[src/verilog/adc_ctl_pkg.sv]
package adc_ctl_pkg;
    // Width of a conversion result and of the calibration coefficients.
    localparam int RESULT_W = 24;
    // Register offsets on the plain register port.
    localparam logic [2:0] REG_CONFIG   = 3'h0;
    localparam logic [2:0] REG_IO       = 3'h1;
    localparam logic [2:0] REG_STATUS   = 3'h2;
    localparam logic [2:0] REG_DATA     = 3'h3;
    localparam logic [2:0] REG_COEF_OFS = 3'h4;
    localparam logic [2:0] REG_COEF_FS  = 3'h5;
    // Configuration register bit positions.
    localparam int CFG_UNIPOLAR = 0;
    localparam int CFG_BURNOUT  = 1;
    localparam int CFG_BIAS_LO  = 2;
    localparam int CFG_BIAS_HI  = 3;
    localparam int CFG_BIAS_FAST_STARTUP    = 4;
    localparam int CFG_REF_LO   = 5;
    localparam int CFG_REF_HI   = 6;
    localparam int CFG_REFCHK   = 7;
    // Excitation register fields: magnitude in [1:0], routing in [3:2].
    localparam int IO_MAG_LSB   = 0;
    localparam int IO_ROUTE_LSB = 2;
    // Status register bit positions.
    localparam int ST_NOREF = 0;
    localparam int ST_ERR   = 1;
    // Reset values.
    localparam logic [7:0] CONFIG_RESET = 8'h00;
    localparam logic [3:0] IO_RESET     = 4'h0;
    localparam logic [23:0] COEF_OFS_RESET = 24'h800000;
    localparam logic [23:0] COEF_FS_RESET  = 24'h500000;
    // Reference source codes; the fourth code also picks the internal one.
    localparam logic [1:0] REF_EXT_A = 2'h0;
    localparam logic [1:0] REF_EXT_B = 2'h1;
    // Excitation magnitude codes: off, 10 uA, 210 uA, 1 mA.
    localparam logic [1:0] EXC_OFF = 2'h0;
    // Number of unbroken ones on the serial input that resets the block.
    localparam int ONES_RESET = 32;
endpackage

[src/verilog/adc_coding_refdetect_reset.sv]
// Decided for this implementation: the register addresses and strobed register access.
`timescale 1ns/10ps
// Notes on behaviour
// Unipolar results are straight binary codes.
// Results are 24-bit words scaled by gain.
// Bipolar results are offset binary, midscale is zero.
// Burnout source and sink switch together.
// Excitation sources: magnitude, enable, pin routing.
// Bias select drives channel one to three.
// Fast-startup bit raises bias generator current.
// Reference chosen internal or external, internal stays inside.
// Reference check only when enabled and external.
// Low or open reference sets missing flag.
// Missing reference forces results to all ones.
// Reference loss in calibration keeps coefficients, flags error.
// Host checks error flag and all-ones results.
// Thirty-two ones on serial input reset everything.
// Same full reset happens at power-up.
// Host waits 500 us after reset before access.
// Ones detection also runs in continuous read.
// Polarity bit chooses unipolar or bipolar coding.
// A zero bit clears the ones count.
// Missing flag clears on good reference or disable.
module adc_coding_refdetect_reset (
    // Clock and power-up reset.
    input  wire logic        clk,
    input  wire logic        srst,
    // Register port.
    input  wire logic [2:0]  addr,
    input  wire logic [7:0]  wdata,
    input  wire logic        wr,
    input  wire logic        rd,
    output logic      [23:0] rdata,
    // Serial pins from the host, asynchronous to clk.
    input  wire logic        sclk,
    input  wire logic        din,
    // Reference comparators, asynchronous to clk.
    input  wire logic        ref_low,
    input  wire logic        ref_open,
    // Converter core, on clk.
    input  wire logic        conv_valid,
    input  wire logic [23:0] conv_code,
    input  wire logic        cal_active,
    input  wire logic        cal_fullscale,
    input  wire logic        cal_done,
    input  wire logic [23:0] cal_coef,
    // Analog controls.
    output logic             burnout_source_en,
    output logic             burnout_sink_en,
    output logic      [1:0]  exc_magnitude,
    output logic             exc_src1_to_b,
    output logic             exc_src2_to_b,
    output logic      [2:0]  bias_channel,
    output logic             bias_fast_startup,
    output logic      [2:0]  ref_select,
    // Status and reset to filter and modulator.
    output logic             missing_reference_flag,
    output logic             cal_error,
    output logic             core_reset
);
    // Control registers.
    logic [7:0]  config_reg;          // Polarity, burnout, bias, reference.
    logic [7:0]  next_config_reg;
    logic [3:0]  io_reg;              // Excitation magnitude and routing.
    logic [3:0]  next_io_reg;
    // Result and coefficient registers.
    logic [23:0] data_reg;            // Last formatted conversion.
    logic [23:0] next_data_reg;
    logic [23:0] coef_ofs;            // Offset coefficient.
    logic [23:0] next_coef_ofs;
    logic [23:0] coef_fs;             // Full-scale coefficient.
    logic [23:0] next_coef_fs;
    logic        next_cal_error;
    logic        cal_ref_lost;        // Reference lost during this calibration.
    logic        next_cal_ref_lost;
    logic [23:0] next_rdata;
    // Reference detect state.
    logic        next_missing;
    logic        check_on;            // Detection is armed.
    logic        ref_low_s;
    logic        ref_open_s;
    // Serial ones counter state.
    logic        sclk_s;
    logic        din_s;
    logic        sclk_prev;           // Last synchronised clock level.
    logic        sclk_rise;
    logic [4:0]  ones;                // Unbroken ones seen so far.
    logic [4:0]  next_ones;
    logic        soft_rst;            // One-cycle reset from the serial input.
    logic        next_soft_rst;
    logic        wipe;                // Either reset source.
    // Derived analog controls.
    logic [2:0]  next_bias_channel;
    logic [2:0]  next_ref_select;
    logic [1:0]  ref_code;
    logic [23:0] coded;

    // Power-up and serial reset return the same registers to defaults.
    assign wipe = srst | soft_rst;  // see

    // Serial clock and data are caught twice before anything looks at them.
    sync2 #(
        .W (2)
    ) u_link_sync (
        .clk      (clk),
        .srst     (srst),
        .async_in ({sclk, din}),
        .sync_out ({sclk_s, din_s})
    );

    // Comparator outputs come from the analog side and are caught likewise.
    sync2 #(
        .W (2)
    ) u_ref_sync (
        .clk      (clk),
        .srst     (srst),
        .async_in ({ref_low, ref_open}),
        .sync_out ({ref_low_s, ref_open_s})
    );

    // The host shifts data in on the rising serial clock edge.
    assign sclk_rise = sclk_s & ~sclk_prev;

    // Counts ones on each rising serial edge, whatever the interface mode is.
    // The count never gates on a read mode, so a host in continuous read
    // must hold the data line low between instructions.
    always_comb begin
        next_ones     = ones;
        next_soft_rst = 1'b0;
        if (sclk_rise) begin
            if (!din_s) begin
                // A zero breaks the run.
                next_ones = '0;
            end else if (ones == 5'(adc_ctl_pkg::ONES_RESET - 1)) begin
                // The last of the run fires the reset and restarts.
                next_soft_rst = 1'b1;  // see
                next_ones     = '0;
            end else begin
                next_ones = ones + 5'h1;
            end
        end
    end

    // Registers the serial detector; only the power-up reset clears it.
    always_ff @(posedge clk) begin
        if (srst) begin
            sclk_prev <= 1'b0;
            ones      <= '0;
            soft_rst  <= 1'b0;
            core_reset <= 1'b1;
        end else begin
            sclk_prev <= sclk_s;
            ones      <= next_ones;
            soft_rst  <= next_soft_rst;
            // Filter and modulator follow both reset sources.
            core_reset <= next_soft_rst;
        end
    end

    // Reference code from the two source select bits.
    assign ref_code = {config_reg[adc_ctl_pkg::CFG_REF_HI],
                       config_reg[adc_ctl_pkg::CFG_REF_LO]};

    // Detection is armed only for an external source with the check on.
    assign check_on = config_reg[adc_ctl_pkg::CFG_REFCHK] &
                      (ref_code == adc_ctl_pkg::REF_EXT_A ||
                       ref_code == adc_ctl_pkg::REF_EXT_B);

    // The flag follows the comparators, so it falls again on its own.
    always_comb begin
        next_missing = check_on & (ref_low_s | ref_open_s);  // see
    end

    // Formats each result; a missing reference clamps it to all ones.
    result_coder #(
        .W (adc_ctl_pkg::RESULT_W)
    ) u_coder (
        .raw        (conv_code),
        .unipolar   (config_reg[adc_ctl_pkg::CFG_UNIPOLAR]),
        .force_ones (missing_reference_flag),
        .code       (coded)
    );

    // Bias output is one-hot over channels one to three, none when zero.
    // Reference select is one-hot: external a, external b, internal.
    // The internal reference has no path to the external pins at all.
    always_comb begin
        case ({config_reg[adc_ctl_pkg::CFG_BIAS_HI],
               config_reg[adc_ctl_pkg::CFG_BIAS_LO]})
            2'h1:    next_bias_channel = 3'h1;
            2'h2:    next_bias_channel = 3'h2;
            2'h3:    next_bias_channel = 3'h4;
            default: next_bias_channel = 3'h0;
        endcase
        case (ref_code)
            adc_ctl_pkg::REF_EXT_A: next_ref_select = 3'h1;
            adc_ctl_pkg::REF_EXT_B: next_ref_select = 3'h2;
            default:                next_ref_select = 3'h4;
        endcase
    end

    // Register writes, result capture and calibration bookkeeping.
    always_comb begin
        next_config_reg   = config_reg;
        next_io_reg       = io_reg;
        next_data_reg     = data_reg;
        next_coef_ofs     = coef_ofs;
        next_coef_fs      = coef_fs;
        next_cal_error    = cal_error;
        next_cal_ref_lost = 1'b0;
        // Software writes; data and coefficients are read-only, the status error bit only clears.
        if (wr) begin
            case (addr)
                adc_ctl_pkg::REG_CONFIG: next_config_reg = wdata;
                adc_ctl_pkg::REG_IO:     next_io_reg = wdata[3:0];
                adc_ctl_pkg::REG_STATUS: begin
                    // Writing one clears the error flag.
                    if (wdata[adc_ctl_pkg::ST_ERR]) begin
                        next_cal_error = 1'b0;
                    end
                end
                default: begin
                    // Writes elsewhere are dropped.
                end
            endcase
        end
        // Normal conversions land in the data register, full 24 bits.
        if (conv_valid && !cal_active) begin
            next_data_reg = coded;  // see see
        end
        // Remember any loss of reference while a calibration runs.
        if (cal_active) begin
            next_cal_ref_lost = cal_ref_lost | missing_reference_flag;
        end
        // On completion either keep the old coefficient and flag it, or load.
        // The set comes after the clear so an error is never lost.
        if (cal_done) begin
            if (cal_ref_lost || missing_reference_flag) begin
                next_cal_error = 1'b1;
            end else if (cal_fullscale) begin
                next_coef_fs = cal_coef;
            end else begin
                next_coef_ofs = cal_coef;
            end
        end
    end

    // Read data stand for exactly one cycle after the read strobe.
    always_comb begin
        next_rdata = '0;
        if (rd) begin
            case (addr)
                adc_ctl_pkg::REG_CONFIG:   next_rdata = {16'h0000, config_reg};
                adc_ctl_pkg::REG_IO:       next_rdata = {20'h00000, io_reg};
                adc_ctl_pkg::REG_STATUS:   next_rdata = {22'h000000, cal_error,
                                                         missing_reference_flag};
                adc_ctl_pkg::REG_DATA:     next_rdata = data_reg;
                adc_ctl_pkg::REG_COEF_OFS: next_rdata = coef_ofs;
                adc_ctl_pkg::REG_COEF_FS:  next_rdata = coef_fs;
                default:                   next_rdata = '0;
            endcase
        end
    end

    // Registers every control, result and derived output.
    always_ff @(posedge clk) begin
        if (wipe) begin
            config_reg   <= adc_ctl_pkg::CONFIG_RESET;
            io_reg       <= adc_ctl_pkg::IO_RESET;
            data_reg     <= '0;
            coef_ofs     <= adc_ctl_pkg::COEF_OFS_RESET;
            coef_fs      <= adc_ctl_pkg::COEF_FS_RESET;
            cal_error    <= 1'b0;
            cal_ref_lost <= 1'b0;
            rdata        <= '0;
            missing_reference_flag <= 1'b0;
            bias_channel      <= 3'h0;
            ref_select        <= 3'h1;
            burnout_source_en <= 1'b0;
            burnout_sink_en   <= 1'b0;
            bias_fast_startup <= 1'b0;
            exc_magnitude     <= adc_ctl_pkg::EXC_OFF;
            exc_src1_to_b     <= 1'b0;
            exc_src2_to_b     <= 1'b0;
        end else begin
            config_reg   <= next_config_reg;
            io_reg       <= next_io_reg;
            data_reg     <= next_data_reg;
            coef_ofs     <= next_coef_ofs;
            coef_fs      <= next_coef_fs;
            cal_error    <= next_cal_error;
            cal_ref_lost <= next_cal_ref_lost;
            rdata        <= next_rdata;
            missing_reference_flag <= next_missing;
            bias_channel <= next_bias_channel;
            ref_select   <= next_ref_select;
            // One enable bit drives both burnout currents.
            burnout_source_en <= next_config_reg[adc_ctl_pkg::CFG_BURNOUT];
            burnout_sink_en   <= next_config_reg[adc_ctl_pkg::CFG_BURNOUT];
            // Fast startup simply passes to the bias generator.
            bias_fast_startup <= next_config_reg[adc_ctl_pkg::CFG_BIAS_FAST_STARTUP];
            // Magnitude zero leaves both sources off.
            exc_magnitude <= next_io_reg[adc_ctl_pkg::IO_MAG_LSB +: 2];
            // Route: 0 straight, 1 crossed, 2 both on pin a, 3 both on pin b.
            case (next_io_reg[adc_ctl_pkg::IO_ROUTE_LSB +: 2])
                2'h1:    {exc_src1_to_b, exc_src2_to_b} <= 2'h2;
                2'h2:    {exc_src1_to_b, exc_src2_to_b} <= 2'h0;
                2'h3:    {exc_src1_to_b, exc_src2_to_b} <= 2'h3;
                default: {exc_src1_to_b, exc_src2_to_b} <= 2'h1;
            endcase
        end
    end
endmodule

[src/verilog/sync2.sv]
`timescale 1ns/10ps
// Two flip-flop synchroniser for levels that come from another domain.
module sync2 #(
    parameter int W = 1
) (
    // Clock and reset.
    input  wire logic         clk,
    input  wire logic         srst,
    // Level from outside and its safe copy.
    input  wire logic [W-1:0] async_in,
    output logic      [W-1:0] sync_out
);
    // First stage; only the second stage reads it.
    logic [W-1:0] meta;

    // Both stages clear on reset so nothing glitches out of it.
    always_ff @(posedge clk) begin
        if (srst) begin
            meta     <= '0;
            sync_out <= '0;
        end else begin
            meta     <= async_in;
            sync_out <= meta;
        end
    end
endmodule

[src/verilog/result_coder.sv]
`timescale 1ns/10ps
// Turns a raw modulator word into the output code the host reads.
module result_coder #(
    parameter int W = 24
) (
    // Raw word: unsigned in unipolar mode, two's complement in bipolar mode.
    input  wire logic [W-1:0] raw,
    input  wire logic         unipolar,
    input  wire logic         force_ones,
    // Formatted result.
    output logic      [W-1:0] code
);
    // Bipolar offset binary is two's complement with its top bit flipped.
    always_comb begin
        code = raw;
        if (!unipolar) begin
            code[W-1] = ~raw[W-1];
        end
        if (force_ones) begin
            code = '1;
        end
    end
endmodule

[config.mk]
export PLATFORM = sky130hd
export DESIGN_NAME = adc_coding_refdetect_reset
export DESIGN_NICKNAME = d
export VERILOG_FILES = /design/src/verilog/adc_ctl_pkg.sv /design/src/verilog/adc_coding_refdetect_reset.sv /design/src/verilog/sync2.sv /design/src/verilog/result_coder.sv
export SDC_FILE = /design/constraint.sdc
export NUM_CORES = 1
export LEC_CHECK = 0
export BUFFER_PORTS_ARGS = -buffer_cell sky130_fd_sc_hd__buf_4
export CORE_MARGIN = 4
export CORE_UTILIZATION = 53
export DETAILED_ROUTE_END_ITERATION = 16
export HOLD_SLACK_MARGIN = 0.06
export PLACE_DENSITY = 0.8
export SYNTH_ARGS = -nofsm -noshare
export SYNTH_HDL_FRONTEND = slang
export SYNTH_HIERARCHICAL = 1
export SYNTH_SLANG_ARGS = --single-unit
[constraint.sdc]
create_clock -name clk -period 2.2 [get_ports clk]
set_clock_uncertainty 0.2 [all_clocks]
set_input_delay 0.44 -clock clk [delete_from_list [all_inputs] [get_ports clk]]
set_output_delay 0.44 -clock clk [all_outputs]
set_load 0.005 [all_outputs]
==> impl_metrics.csv <==
group,metric,value,unit
run_status,outcome,"finished clean",
power_and_ir_drop,pwr-share-clk,0.472,
finish,layout.cells.non_filler,926,
global_routing,grt_pass1_wl,24200,um
clock_tree,cts_max_path_buffers,2,
worst_setup_path,slowest_delay,0.45,ns
logic_synthesis,synth.most_common_cell,"nand2_1",
global_routing,antenna_found_initial,0,
logic_synthesis,synthAdderAreaFrac,0.00923,
drt,routed_wl,15400,um
sta,relSlewSlack,0.445,
logic_synthesis,async_reset_ff_frac,0,
worst_setup_path,cp-end-kind,"flip-flop",
global_routing,grt_max_degree,69,
logic_synthesis,synth_common_cells,"171 x nand2_1, 135 x dfxtp_1, 87 x a21oi_1",
power_and_ir_drop,power.density,792,nW/um^2
sta,final.setup.tns,0,ns
power_and_ir_drop,p_leak,3.06,nW
logic_synthesis,postSynthCellCount,625,
worst_setup_path,cp_max_fo,4,
sta,finalSetupViolCount,0,
logic_synthesis,yosys.area_share.simple,0.246,
clock_tree,cts_tree,"done",
logic_synthesis,synth_area_leader_cell,"dfxtp_1",
place,gp_congestion,0.900,
clock_tree,cts_made_buffers,17,
drt,ant_nets,0,
worst_setup_path,r2r_cells,6,
sta,worstMarginPinSlew,0.833,ns
worst_setup_path,reg2reg_from,"ones[0]$_SDFFE_PP0P_",
finish,drive_above_1_share,0.240,
drt,wire_per_inst,16.7,um
logic_synthesis,synth-compound-area-share,0.125,
place,dp.cells,833,
logic_synthesis,synth_edf_count,0,
finish,seq_area,2700,um^2
logic_synthesis,synthXorXnorAreaFrac,0.00162,
worst_setup_path,cpMaxStageDelayCell,"or3b_2",
die,ios,111,
finish,nFillCells,650,
logic_synthesis,synth_top_area_frac,0.498,
die,initial_utilization,0.550,
die,dieWidth,109,um
finish,nets,855,
clock_tree,clock_sinks,135,
die,coreArea,9860,um^2
logic_synthesis,synthesis.area,5420,um^2
power_and_ir_drop,p_sw,1.30,mW
sta,rsz0062_at_grt,"no",
finish,area_growth,38.0,%
clock_tree,clk_pin_slew,0.06,ns
sta,final.period_utilization,0.964,
logic_synthesis,synth_top_family_by_area,"simple AND/OR/NAND/NOR gates",
sta,finalHoldViolCount,0,
drt,first_iter_violations,408,
worst_setup_path,startpoint,"ones[0]$_SDFFE_PP0P_",
drt,dr_total_vias,4992,
die,die_h,109,um
clock_tree,cts-root-buf,"clkbuf_8",
worst_setup_path,cp_num_cells,6,
logic_synthesis,synth_seq_area_share,0.498,
power_and_ir_drop,peakVddDrop,0.545,mV
power_and_ir_drop,p_sw_frac,0.220,
logic_synthesis,synth_nets,700,
power_and_ir_drop,p_seq_frac,0.435,
worst_setup_path,crit_path_end,"ones[3]$_SDFFE_PP0P_",
die,dieArea,11900,um^2
worst_setup_path,rrSetupSlack,0.08,ns
drt,viasPerCell,5.39,
clock_tree,clock_latency,0.54,ns
logic_synthesis,synth.area.top_cells,"dfxtp_1 50%, nand2_1 12%, a21oi_1 8.0%",
place,hpwl,9750,um
sta,final_max_slew_viol_count,0,
drt,drc,0,
logic_synthesis,muxShareOfSynthArea,0.0688,
logic_synthesis,ys_types,44,
die,rows,36,
worst_setup_path,crit_family,"simple AND/OR/NAND/NOR gates",
worst_setup_path,critPathBufInv,0,
place,place.port_buffers,110,
finish,diodes,0,
drt,dr.pass1.iters,5,
worst_hold_path,hold_path.class,"primary input to flip-flop",
worst_setup_path,path_cells,"ha_2 -> and3_1 -> ha_1 -> and4bb_2 -> or3b_2 -> a31oi_1",
worst_setup_path,crit_arrival,2.39,ns
global_routing,gr-total-overflow,0,
power_and_ir_drop,intPower,4.62,mW
worst_setup_path,worstSetupPathType,"flip-flop to flip-flop",
job,cap_violations,0,
logic_synthesis,synth_flop_cell,"dfxtp_1",
sta,fin_crit,2.12,ns
sta,fmaxAchievable,0.471,GHz
worst_setup_path,reg2reg_to,"ones[3]$_SDFFE_PP0P_",
worst_setup_path,critPathRequiredTime,2.47,ns
logic_synthesis,synth-seq-cells,135,
worst_setup_path,worst_setup_path_start_kind,"flip-flop",
finish,multi_input_area,2450,um^2
global_routing,grt_pass1_vias,4963,
global_routing,grt_util_all_layers,0.268,
logic_synthesis,ys_warn_count,6,
power_and_ir_drop,pwr-share-comb,0.093,
logic_synthesis,post_synth.cell_area_avg,8.68,um^2
clock_tree,cts.htree.levels,4,
power groups by stage:
stage	combinational, mW	sequential, mW	clock (mW)
floorplan	0.269	2.61	0
global placement	0.441	2.62	0
detailed placement	0.455	2.63	0
CTS	0.544	2.58	2.81
global route	0.599	2.58	2.94
finish	0.553	2.58	2.80
what timing repair did:
action,CTS,global route
hold buffers,60,0
setup buffers,0,1
pin swaps,0,1
resized for setup,1,1
cloned,0,0
endpoints found under the hold margin,95,0
setup endpoints to repair,1,1
per-stage QoR:
stage	worst slack, ns	cell area [um^2]	utilization	hold slack [ns]	total power [mW]
detailed placement	0.0338	6280	0.637	0.234	3.08
floorplan	0.186	5420	-	0.214	2.88
global placement	0.144	6280	0.637	0.217	3.06
global route	0.00471	7490	0.759	0.0786	6.12
CTS	0.0233	7480	0.758	0.0627	5.93
finish	0.0790	7490	0.759	0.0735	5.93
how the worst min path moves through the flow:
stage | start | to | slack [ns] | depth (start not counted)
floorplan | u_link_sync/meta[0]$_SDFF_PP0_ | u_link_sync/sync_out[0]$_SDFF_PP0_ | 0.21 | 1
global placement | u_link_sync/meta[1]$_SDFF_PP0_ | u_link_sync/sync_out[1]$_SDFF_PP0_ | 0.22 | 1
detailed placement | u_link_sync/meta[1]$_SDFF_PP0_ | u_link_sync/sync_out[1]$_SDFF_PP0_ | 0.23 | 1
CTS | conv_code[7] | data_reg[7]$_SDFFE_PP0P_ | 0.06 | 4
global route | conv_code[18] | data_reg[18]$_SDFFE_PP0P_ | 0.08 | 4
finish | conv_code[9] | data_reg[9]$_SDFFE_PP0P_ | 0.07 | 4
final cells by class:
class | count | share of cell area
multi-input cells | 438 | 0.327
clock inverters | 9 | 0.0164
clock buffers | 23 | 0.0623
inverters | 2 | 0.00100
flip-flops and latches | 135 | 0.361
repair buffers | 186 | 0.210
well taps | 133 | 0.0222
worst register-to-register path: cells and delay by family (launching register included):
| kind | cells | cell delay [ns] |
|---|---|---|
| AND/OR/NAND/NOR | 3 | 0.95 |
| adder cells (fa/ha/maj) | 2 | 0.43 |
| flip-flops | 1 | 0.34 |
| AO/OA/AOI/OAI | 1 | 0.13 |
cells by family after synthesis:
| kind of cell | count (synthesis) |
|---|---|
| buf+inv | 52 |
| mux | 33 |
| flops | 135 |
| xor+xnor | 1 |
| fa+ha+maj | 4 |
| simple gates | 279 |
| compound gates | 121 |
cells in the final DEF, fill, tap and decap left out, types with 10 or more instances in the layout:
cell type,instances
nand2_1,171
dfxtp_1,134
buf_4,124
a21oi_1,87
dlygate4sd3_1,60
nor2_1,25
mux2_2,24
or2_1,23
a22oi_1,16
clkbuf_16,16
nor2b_1,12
nand3_1,10
metal layers:
metal / up-vias / track usage / part of all wire
met5: - / 0 / 0
met4: 0 / 0.0929 / 0.022
met3: 39 / 0.0829 / 0.083
met2: 230 / 0.453 / 0.49
met1: 2329 / 0.323 / 0.40
li1: 2394 / - / -
Note: power is estimated with default switching activity, not from simulation.
